===== config.mk =====
export PLATFORM = sky130hd
export DESIGN_NAME = can_acceptance_filter
export DESIGN_NICKNAME = d
export VERILOG_FILES = /design/src/common/accept_filter_pkg.sv /design/src/rtl/can_acceptance_filter.sv
export SDC_FILE = /design/constraint.sdc
export NUM_CORES = 1
export LEC_CHECK = 0
export CAP_MARGIN = 20
export CORE_ASPECT_RATIO = 0.9
export CORE_MARGIN = 2
export CORE_UTILIZATION = 55
export CTS_CLUSTER_SIZE = 24
export DETAILED_ROUTE_END_ITERATION = 12
export DONT_BUFFER_PORTS = 1
export HOLD_SLACK_MARGIN = 0.06
export PLACE_DENSITY = 0.69
export SYNTH_ARGS = -nofsm -noshare
export SYNTH_HDL_FRONTEND = slang
export SYNTH_SLANG_ARGS = --single-unit

===== constraint.sdc =====
create_clock -name clk_i -period 5.97 [get_ports clk_i]
set_clock_uncertainty 0.05 [all_clocks]
set_input_delay 0.8955 -clock clk_i [delete_from_list [all_inputs] [get_ports clk_i]]
set_output_delay 0.8955 -clock clk_i [all_outputs]
set_load 0.05 [all_outputs]

===== src/common/accept_filter_pkg.sv =====
// package: register map, field layout and carrier types of the acceptance filter
package accept_filter_pkg;

  // register offsets (plain byte-wide register port)
  localparam logic [4:0] OFS_CODE_0  = 5'h00;  // accept code 0..7 at 0x00..0x07
  localparam logic [4:0] OFS_MASK_0  = 5'h08;  // accept mask 0..7 at 0x08..0x0f
  localparam logic [4:0] OFS_CTRL    = 5'h10;  // filter organization and hit index
  localparam logic [4:0] OFS_MODE    = 5'h11;  // init/sleep request and acknowledge
  localparam logic [4:0] OFS_TXERR   = 5'h12;  // transmit error counter
  localparam logic [4:0] OFS_RXSTAT  = 5'h13;  // foreground frame available flag
  localparam logic [4:0] OFS_FG_ID_0 = 5'h14;  // foreground identifier bytes 0..3

  localparam int ADDR_W = 5;
  localparam int DATA_W = 8;
  localparam int NUM_BYTES = 8;

  // control register fields
  localparam int CTRL_ORG_LSB = 4;  // filter organization at [5:4]
  localparam int CTRL_HIT_LSB = 0;  // filter hit index at [2:0]

  // mode register fields
  localparam int MODE_INIT_RQ = 0;
  localparam int MODE_SLEEP_RQ = 1;
  localparam int MODE_INIT_AK = 2;
  localparam int MODE_SLEEP_AK = 3;

  localparam int RXSTAT_FULL = 0;  // write 1 to release the foreground frame

  localparam logic [7:0] CODE_RST = 8'h00;
  localparam logic [7:0] MASK_RST = 8'h00;
  localparam logic [1:0] ORG_RST = 2'b00;
  localparam logic [7:0] INVALID_RD = 8'h00;  // returned for unmapped or locked reads

  typedef enum logic [1:0] {
    ORG_TWO_32  = 2'b00,
    ORG_FOUR_16 = 2'b01,
    ORG_EIGHT_8 = 2'b10,
    ORG_CLOSED  = 2'b11
  } filter_org_t;

  // register bus request
  typedef struct packed {
    logic [ADDR_W-1:0] addr;
    logic [DATA_W-1:0] wdata;
    logic              wr;
    logic              rd;
  } reg_req_t;

  // frame identifier delivered by the receive engine
  typedef struct packed {
    logic       valid;     // one-cycle pulse at end of frame
    logic       extended;  // identifier is in extended format
    logic [31:0] id;       // identifier bytes 0..3, byte 0 in [31:24]
  } rx_frame_t;

endpackage : accept_filter_pkg


===== src/rtl/can_acceptance_filter.sv =====
// design: identifier acceptance filter with foreground buffer and error counter view
`timescale 1ns/100ps
`default_nettype none

module can_acceptance_filter
  import accept_filter_pkg::*;
(
  input  wire logic                          clk_i,          // module clock, 125 MHz
  input  wire logic                          nrst_i,         // async reset, active low
  input  wire accept_filter_pkg::reg_req_t   reg_req_i,      // register bus request
  output logic [accept_filter_pkg::DATA_W-1:0] reg_rdata_o,  // read data, cycle after read
  input  wire accept_filter_pkg::rx_frame_t  rx_frame_i,     // identifier from receive engine
  input  wire logic [7:0]                    tx_err_cnt_i,   // engine's transmit error counter
  input  wire logic                          init_ack_i,     // engine acknowledges init mode
  input  wire logic                          sleep_ack_i,    // engine acknowledges sleep mode
  output logic                               init_req_o,     // init request to engine
  output logic                               sleep_req_o,    // sleep request to engine
  output logic                               rx_avail_o,     // accepted frame in foreground
  output logic [2:0]                         hit_index_o,    // filter that took the frame
  output logic [31:0]                        fg_id_o         // foreground identifier bytes
);
  import accept_filter_pkg::*;

  logic [7:0]  code_q [NUM_BYTES];
  logic [7:0]  mask_q [NUM_BYTES];
  filter_org_t org_q;
  logic        init_rq_q;
  logic        sleep_rq_q;
  logic [1:0]  init_ak_sync_q;
  logic [1:0]  sleep_ak_sync_q;
  logic        bg_valid_q;
  logic        bg_ext_q;
  logic [31:0] bg_id_q;
  logic        fg_full_q;
  logic [31:0] fg_id_q;
  logic [2:0]  hit_q;
  logic [7:0]  rdata_q;
  logic        init_mode;
  logic        sleep_mode;
  logic        accept;
  logic [2:0]  hit_d;
  logic        wr_code;
  logic        wr_mask;
  logic        release_fg;

  // one byte compare: masked bits are don't-care, others must match
  function automatic logic byte_match(input logic [7:0] id, input logic [7:0] code,
                                      input logic [7:0] mask);
    byte_match = &((~(id ^ code)) | mask);
  endfunction : byte_match

  // acknowledges come from the engine's domain; synchronise before use
  always_ff @(posedge clk_i or negedge nrst_i) begin
    if (!nrst_i) begin
      init_ak_sync_q  <= 2'b00;
      sleep_ak_sync_q <= 2'b00;
    end else begin
      init_ak_sync_q  <= {init_ak_sync_q[0], init_ack_i};
      sleep_ak_sync_q <= {sleep_ak_sync_q[0], sleep_ack_i};
    end
  end

  assign init_mode  = init_rq_q & init_ak_sync_q[1];
  assign sleep_mode = sleep_rq_q & sleep_ak_sync_q[1];
  assign wr_code = reg_req_i.wr && (reg_req_i.addr >= OFS_CODE_0)
                   && (reg_req_i.addr < OFS_MASK_0);
  assign wr_mask = reg_req_i.wr && (reg_req_i.addr >= OFS_MASK_0)
                   && (reg_req_i.addr < OFS_CTRL);
  assign release_fg = reg_req_i.wr && (reg_req_i.addr == OFS_RXSTAT)
                      && reg_req_i.wdata[RXSTAT_FULL];

  // code and mask bytes; writes outside init mode are dropped
  always_ff @(posedge clk_i or negedge nrst_i) begin
    if (!nrst_i) begin
      for (int i = 0; i < NUM_BYTES; i++) begin
        code_q[i] <= CODE_RST;
        mask_q[i] <= MASK_RST;
      end
    end else if (init_mode) begin
      if (wr_code) begin
        code_q[reg_req_i.addr[2:0]] <= reg_req_i.wdata;
      end
      if (wr_mask) begin
        mask_q[reg_req_i.addr[2:0]] <= reg_req_i.wdata;
      end
    end
  end

  // organization is locked like the filter bytes
  always_ff @(posedge clk_i or negedge nrst_i) begin
    if (!nrst_i) begin
      org_q <= filter_org_t'(ORG_RST);
    end else if (init_mode && reg_req_i.wr && reg_req_i.addr == OFS_CTRL) begin
      org_q <= filter_org_t'(reg_req_i.wdata[CTRL_ORG_LSB +: 2]);
    end
  end

  // mode requests, written any time
  always_ff @(posedge clk_i or negedge nrst_i) begin
    if (!nrst_i) begin
      init_rq_q  <= 1'b0;
      sleep_rq_q <= 1'b0;
    end else if (reg_req_i.wr && reg_req_i.addr == OFS_MODE) begin
      init_rq_q  <= reg_req_i.wdata[MODE_INIT_RQ];
      sleep_rq_q <= reg_req_i.wdata[MODE_SLEEP_RQ];
    end
  end

  // background buffer: every frame lands here, last one overwrites
  always_ff @(posedge clk_i or negedge nrst_i) begin
    if (!nrst_i) begin
      bg_valid_q <= 1'b0;
      bg_ext_q   <= 1'b0;
      bg_id_q    <= 32'h0000_0000;
    end else begin
      bg_valid_q <= rx_frame_i.valid;
      if (rx_frame_i.valid) begin
        bg_ext_q <= rx_frame_i.extended;
        bg_id_q  <= rx_frame_i.id;
      end
    end
  end

  // filter evaluation on the background copy; lowest filter number wins
  always_comb begin
    logic [7:0] idb [4];
    logic       m;
    accept = 1'b0;
    hit_d  = 3'h0;
    m      = 1'b0;
    for (int b = 0; b < 4; b++) begin
      idb[b] = bg_id_q[31 - 8*b -: 8];
    end
    case (org_q)
      ORG_TWO_32: begin
        for (int f = 1; f >= 0; f--) begin // descending so filter 0 wins
          m = byte_match(idb[0], code_q[4*f], mask_q[4*f])
              & byte_match(idb[1], code_q[4*f+1], mask_q[4*f+1]);
          if (bg_ext_q) begin
            m = m & byte_match(idb[2], code_q[4*f+2], mask_q[4*f+2])
                  & byte_match(idb[3], code_q[4*f+3], mask_q[4*f+3]);
          end
          if (m) begin
            accept = 1'b1;
            hit_d  = 3'(f);
          end
        end
      end
      ORG_FOUR_16: begin
        for (int f = 3; f >= 0; f--) begin
          m = byte_match(idb[0], code_q[2*f], mask_q[2*f])
              & byte_match(idb[1], code_q[2*f+1], mask_q[2*f+1]);
          if (m) begin
            accept = 1'b1;
            hit_d  = 3'(f);
          end
        end
      end
      ORG_EIGHT_8: begin
        for (int f = 7; f >= 0; f--) begin
          m = byte_match(idb[0], code_q[f], mask_q[f]);
          if (m) begin
            accept = 1'b1;
            hit_d  = 3'(f);
          end
        end
      end
      ORG_CLOSED: begin
        accept = 1'b0;
      end
      default: begin
        accept = 1'b0;
      end
    endcase
  end

  // foreground buffer: loaded only by an accepted frame
  // limitation: a frame accepted while the foreground is full is lost
  always_ff @(posedge clk_i or negedge nrst_i) begin
    if (!nrst_i) begin
      fg_full_q <= 1'b0;
      fg_id_q   <= 32'h0000_0000;
      hit_q     <= 3'h0;
    end else if (bg_valid_q && accept && !fg_full_q) begin
      fg_full_q <= 1'b1;
      fg_id_q   <= bg_id_q;
      hit_q     <= hit_d;
    end else if (release_fg) begin
      fg_full_q <= 1'b0;
    end
  end

  // read mux, data one cycle after the strobe
  always_ff @(posedge clk_i or negedge nrst_i) begin
    if (!nrst_i) begin
      rdata_q <= 8'h00;
    end else if (reg_req_i.rd) begin
      if (reg_req_i.addr < OFS_MASK_0) begin
        rdata_q <= code_q[reg_req_i.addr[2:0]];
      end else if (reg_req_i.addr < OFS_CTRL) begin
        rdata_q <= mask_q[reg_req_i.addr[2:0]];
      end else if (reg_req_i.addr == OFS_CTRL) begin
        rdata_q <= {2'b00, org_q, 1'b0, hit_q};
      end else if (reg_req_i.addr == OFS_MODE) begin
        rdata_q <= {4'h0, sleep_ak_sync_q[1], init_ak_sync_q[1], sleep_rq_q, init_rq_q};
      end else if (reg_req_i.addr == OFS_TXERR) begin
        // counter is unstable outside quiet modes, so it reads zero there
        rdata_q <= (init_mode || sleep_mode) ? tx_err_cnt_i : INVALID_RD;
      end else if (reg_req_i.addr == OFS_RXSTAT) begin
        rdata_q <= {7'h00, fg_full_q};
      end else if (reg_req_i.addr >= OFS_FG_ID_0 && reg_req_i.addr < 5'h18) begin
        rdata_q <= fg_id_q[31 - 8*reg_req_i.addr[1:0] -: 8];
      end else begin
        rdata_q <= INVALID_RD;
      end
    end else begin
      rdata_q <= 8'h00;
    end
  end

  assign reg_rdata_o = rdata_q;
  assign init_req_o  = init_rq_q;
  assign sleep_req_o = sleep_rq_q;
  assign rx_avail_o  = fg_full_q;
  assign hit_index_o = hit_q;
  assign fg_id_o     = fg_id_q;

endmodule : can_acceptance_filter

`default_nettype wire


Word level (Yosys, flattened, before mapping)

Cells that the tools add are included.

Register bits after elaboration: 214
Bits of input ports: 61
Output and inout bits: 46

Add/subtract/negate cells: 1
$lt $le $gt $ge: 8
Equality and inequality tests: 7
Shift operators: 1
Multiplexer cells: 55
Bitwise logic cells: 59
Reduce and logical (&&, ||, !) cells: 35

Operators by type and width:

| kind                | count |
|---|---|
| $bwmux 64           | 2 |
| $not 8->8           | 16 |
| $or 8x8->8          | 16 |
| $reduce_and 8->1    | 16 |
| $xor 8x8->8         | 16 |
| $mux 8              | 14 |
| $bmux 8 s3          | 2 |
| $shiftx 39x33->8    | 1 |
| $mux 3              | 12 |
| $demux 8 s3         | 1 |
| $mux 1              | 21 |
| $eq 5x5->1 const B  | 4 |
| $logic_and 1x1->1   | 13 |
| $and 1x1->1         | 10 |
| $lt 5x5->1 const B  | 2 |
| $pmux 3 s3          | 1 |
| $sub 5x5->6 const A | 1 |
| $ge 5x1->1 const B  | 1 |
| $ge 5x4->1 const B  | 1 |
| $ge 5x5->1 const B  | 1 |
| $lt 5x4->1 const B  | 1 |
| $eq 2x2->1 const B  | 2 |
| $ge 4x4->1 const B  | 1 |
| $lt 4x1->1 const B  | 1 |
| 9 further kinds     | 10 |

Depth between registers and ports, before layout

Word-level depth: 16
Depth in mapped cells: 10
Depth with buffers taken out: 7

Worst setup path before layout

OpenSTA, ideal clock, no wires.

Kind: input port to flip-flop
Start point: input reg_req_i[11] (netlist name)
End point: register code_q[0] (netlist name)
Library setup time: 0.125 ns
Data arrival time: 2.722 ns
Setup slack: 3.073 ns
Cell stages on the path: 6
Path buffers: 3
Path through: clkbuf_1 clkbuf_1 nand3_1 clkbuf_1 nor2_1 mux2_2

Word-level cells in the longest chain between the ends: 6
Elaborated cells between the ends (all ways): 12

RTL lines:

| item                                                                  | RTL line                    | RTL |
|---|---|---|
| start, declared                                                       | can_acceptance_filter.sv:10 | `input wire accept_filter_pkg::reg_req_t reg_req_i,` |
| $not 3->4 (not written as such)                                       | can_acceptance_filter.sv:81 | `code_q[reg_req_i.addr[2:0]] <= reg_req_i.wdata;` |
| $ge 4x4->1 (not written as such) / $lt 4x1->1 (equally long branches) | can_acceptance_filter.sv:81 |  |
| $logic_and 1x1->1 (not written as such)                               | can_acceptance_filter.sv:81 |  |
| $mux 8 (not written as such)                                          | can_acceptance_filter.sv:81 |  |
| $demux 8 s3                                                           | can_acceptance_filter.sv:81 |  |
| $bwmux 64                                                             | can_acceptance_filter.sv:81 |  |
| end signal, assigned by index                                         | can_acceptance_filter.sv:81 |  |
| end, declared                                                         | can_acceptance_filter.sv:24 | `logic [7:0] code_q [NUM_BYTES];` |

Parallel ways exist; a longest one is shown, timed or not.
A chain may end at the register's enable or synchronous reset.

Final worst setup path

Start point: register bg_id_q[31]
End point: register fg_id_q[25] (netlist: fg_id_o[25])

Word-level cells in the longest chain between the ends: 15
Elaborated cells between the ends (all ways): 61

RTL lines:

| item                             | RTL line                     | RTL |
|---|---|---|
| start, declared                  | can_acceptance_filter.sv:33  | `logic [31:0] bg_id_q;` |
| start signal, assigned           | can_acceptance_filter.sv:119 | `bg_id_q <= rx_frame_i.id;` |
| $xor 8x8->8                      | can_acceptance_filter.sv:49  | `byte_match = &((~(id ^ code)) \| mask);` |
| $not 8->8                        | can_acceptance_filter.sv:49  |  |
| $or 8x8->8                       | can_acceptance_filter.sv:49  |  |
| $reduce_and 8->1                 | can_acceptance_filter.sv:49  |  |
| $mux 1 (8 in a row)              | can_acceptance_filter.sv:162 | `if (m) begin` |
| $pmux 1 s4 *                     | can_acceptance_filter.sv:134 | `case (org_q)` |
| $logic_and 1x1->1 * (2 in a row) | can_acceptance_filter.sv:184 | `end else if (bg_valid_q && accept && !fg_full_q) begin` |
| end signal, assigned             | can_acceptance_filter.sv:186 | `fg_id_q <= bg_id_q;` |
| end, declared                    | can_acceptance_filter.sv:35  | `logic [31:0] fg_id_q;` |

Every way passes the cells marked *; elsewhere a longest branch is shown, timed or not. The select of a mux whose other input is x is not followed.

==> run metrics <==
Worst Hold Depth=0; total of max-cap violations=0; wire length reported by the detailed router=36000 um; share of the yosys chip area belonging to registers=0.478; leakage power total=5.13 nW; post-synth top area cell=sky130_fd_sc_hd__dfrtp_1; later-pin clock latency in the skew report=0.52 ns; Critical Path Start Type=flop; count of input and output buffers=0; Routed wire per std cell=32.0 um; master cell of the clock root buffer=sky130_fd_sc_hd__clkbuf_16; relative area change from synthesis to final layout=6.61%; hold_ws=0.308 ns; commonest register cell after synthesis=sky130_fd_sc_hd__dfrtp_1; CTS sink cnt=214; post-synthesis register bit count=214; final setup violating endpoints=0; Final ANT Viol Nets=0; peak supply drop=252 uV; unrepaired setup endpoints after global routing=no; fraction of final layout cells with drive strength greater than 1=0.289; Post-synth ARST share=1.00; master of the slowest instance on the critical path=sky130_fd_sc_hd__dfrtp_1; Post-Synthesis Cells=906; post-synthesis area per instance=12.4 sq um; die outline width=154 um; antenna diode instance count=0; placed wire-length estimate after detailed placement=26300 um; TritonCTS clock tree=done; clock transition at the registers of the reported paths=0.06 ns; number of flops mapped to enable cells by yosys=0; Core Util, Final=0.598; period utilisation layout=0.613; critical path class=flop to flop; height of the die=139 um; number of placed instances with taps included=1084; top-count cell post-synth=sky130_fd_sc_hd__dfrtp_1; Synth Cell Area=11200 sq um; required time reported for the critical path endpoint=6.31 ns; Starting Density=0.561; floorplan die area=21500 sq um; Yosys top cell area share=0.478; via count of the first global-routing pass=7772; row count=49; Worst Path Arrival=4.00 ns; number of detailed-routing iterations run before antenna repair=8; Commonest cells post-synth=sky130_fd_sc_hd__dfrtp_1, sky130_fd_sc_hd__mux2_2, sky130_fd_sc_hd__xnor2_1; number of hold-slack violations in the final timing report=0; number of buffers added by the clock tree synthesis step=23; worst reg2reg path depth=7; routed via count=7960; number of buffers on the longest clock path=3; maximum number of pins on one net before global-route repair=215; core area=20000 sq um; time the final worst path needs with I/O delays and setup=3.66 ns; global-route total usage across every layer=0.337; initial antenna violation count=0; delay of the slowest critical-path stage=0.78 ns; status=finished, final reports clean; wire length of the first global-routing pass=53800 um; worst path cell trace=xnor2_1 > o22ai_1 > nor4_2 > nand2_2 > a2111o_1 > a41o_2 > mux2_4; average vias per placed instance=7.07; total negative slack=0 ns; peak fanout along the critical path=36; total grt overflow=0; synthesized net count=967; Finished Layout Cells=1126; final net count=917; I/O pin total=107; number of slew-limit violations in the final report=0; post-detailed-route DRC marker count=0; H-Tree Level Count=1; highest clock frequency the design can meet=273 MHz; Hold/Removal Path Class=flop to flop; Area contributors post-synth=sky130_fd_sc_hd__dfrtp_1, sky130_fd_sc_hd__mux2_2, sky130_fd_sc_hd__xnor2_1; Ys Warns=0; DR iter-0 viols=790; relative max-transition margin=0.230; ratio of total power to cell area=300 nW/um^2; GP Congestion=1.01; worst-margin pin slew=1.15 ns; library cells used by synthesis=54; sort of element at the end of the critical path=flop
==> flip-flops by register name (all words and copies together), names as in the netlist <==
| signal | cells |
|---|---|
| hit_index_o | 3 |
| init_req_o | 1 |
| org_q | 2 |
| bg_ext_q | 1 |
| fg_id_o | 32 |
| sleep_ak_sync_q | 2 |
| init_ak_sync_q | 2 |
| bg_valid_q | 1 |
| bg_id_q | 32 |
| reg_rdata_o | 8 |
| sleep_req_o | 1 |
| code_q | 64 |
| mask_q | 64 |
| rx_avail_o | 1 |
==> layer usage <==
metal	vias up	track usage	routed length, um
li1	3277	-	-
met1	4121	0.484	15000
met2	461	0.532	16500
met3	101	0.0614	3240
met4	0	0.0906	1300
met5	-	0	0
==> through the flow <==
step	cell area, sq um	power, mW	setup slack (ns)
after floorplan	11200	1.97	3.07
after global placement	11100	2.07	2.36
after detailed placement	11100	2.08	2.36
after CTS	11900	3.59	2.36
after global routing	11900	3.70	2.21
final	11900	3.59	2.31
==> layout make-up <==
cell class | instances | area (sq um)
tap | 255 | 319
timing repair buffer | 2 | 35.0
sequential | 214 | 5360
multi-input combinational | 613 | 5450
fill | 1633 | 8040
inverter | 2 | 7.51
clock buffer | 34 | 647
clock inverter | 6 | 130
==> where the power goes <==
part	internal (mW)	switching [mW]	total [mW]
clock network	0.918	0.574	1.49
logic	0.202	0.194	0.396
registers	1.52	0.179	1.70
==> path summary, 6_finish.rpt <==
| kind | from | end | slack, ns |
|---|---|---|---|
| hold / removal | init_ak_sync_q[0] | init_ak_sync_q[1] | 0.31 |
| hold reg to reg | init_ak_sync_q[0] | init_ak_sync_q[1] | 0.31 |
| min in group asynchronous | nrst_i | reg_rdata_o[3] | 0.43 |
| setup reg to reg | bg_id_q[31] | fg_id_o[25] | 2.31 |
| setup / recovery | bg_id_q[31] | fg_id_o[25] | 2.31 |
| max in group asynchronous | nrst_i | mask_q[62] | 4.71 |
==> timing repair <==
action                                 in CTS  in global routing
endpoints found under the hold margin     214                  0
gates resized for setup                     0                  0
hold buffers                                1                  0
buffers inserted                            0                  0
==> cell usage in the layout, fill, tap and decap left out, types with 3 or more instances in the layout <==
cell type and count:
sky130_fd_sc_hd__dfrtp_1 214, sky130_fd_sc_hd__mux2_2 171, sky130_fd_sc_hd__xnor2_1 128, sky130_fd_sc_hd__o22ai_1 112, sky130_fd_sc_hd__nor4_1 30, sky130_fd_sc_hd__mux2_4 27, sky130_fd_sc_hd__clkbuf_16 23, sky130_fd_sc_hd__nor2_1 13
sky130_fd_sc_hd__a21oi_1 11, sky130_fd_sc_hd__nand2b_1 10, sky130_fd_sc_hd__o21ai_0 10, sky130_fd_sc_hd__nand2_1 9, sky130_fd_sc_hd__o221ai_1 9, sky130_fd_sc_hd__o22a_1 8, sky130_fd_sc_hd__and2_1 8, sky130_fd_sc_hd__mux4_2 8
sky130_fd_sc_hd__clkbuf_1 8, sky130_fd_sc_hd__nand3_1 6, sky130_fd_sc_hd__nor2b_1 4, sky130_fd_sc_hd__a22oi_1 4, sky130_fd_sc_hd__bufinv_16 4, sky130_fd_sc_hd__or3_1 3, sky130_fd_sc_hd__nor3_1 3, sky130_fd_sc_hd__mux2i_1 3
sky130_fd_sc_hd__nor3b_1 3, sky130_fd_sc_hd__clkbuf_8 3
==> critical path, delay by kind of cell, from the launching register on <==
kind	cells	cell delay (ns)
AO/OA/AOI/OAI	3	1.19
XOR/XNOR	1	0.19
flip-flops	1	0.78
multiplexers	1	0.45
AND/OR/NAND/NOR	2	0.84
==> cell families after synthesis <==
logic type             synth area share
flip-flops                        0.478
multiplexers                      0.227
AO/OA/AOI/OAI                     0.106
XOR/XNOR                          0.100
AND/OR/NAND/NOR                  0.0538
buffers and inverters            0.0356
Power figures use the tool's default switching activity.
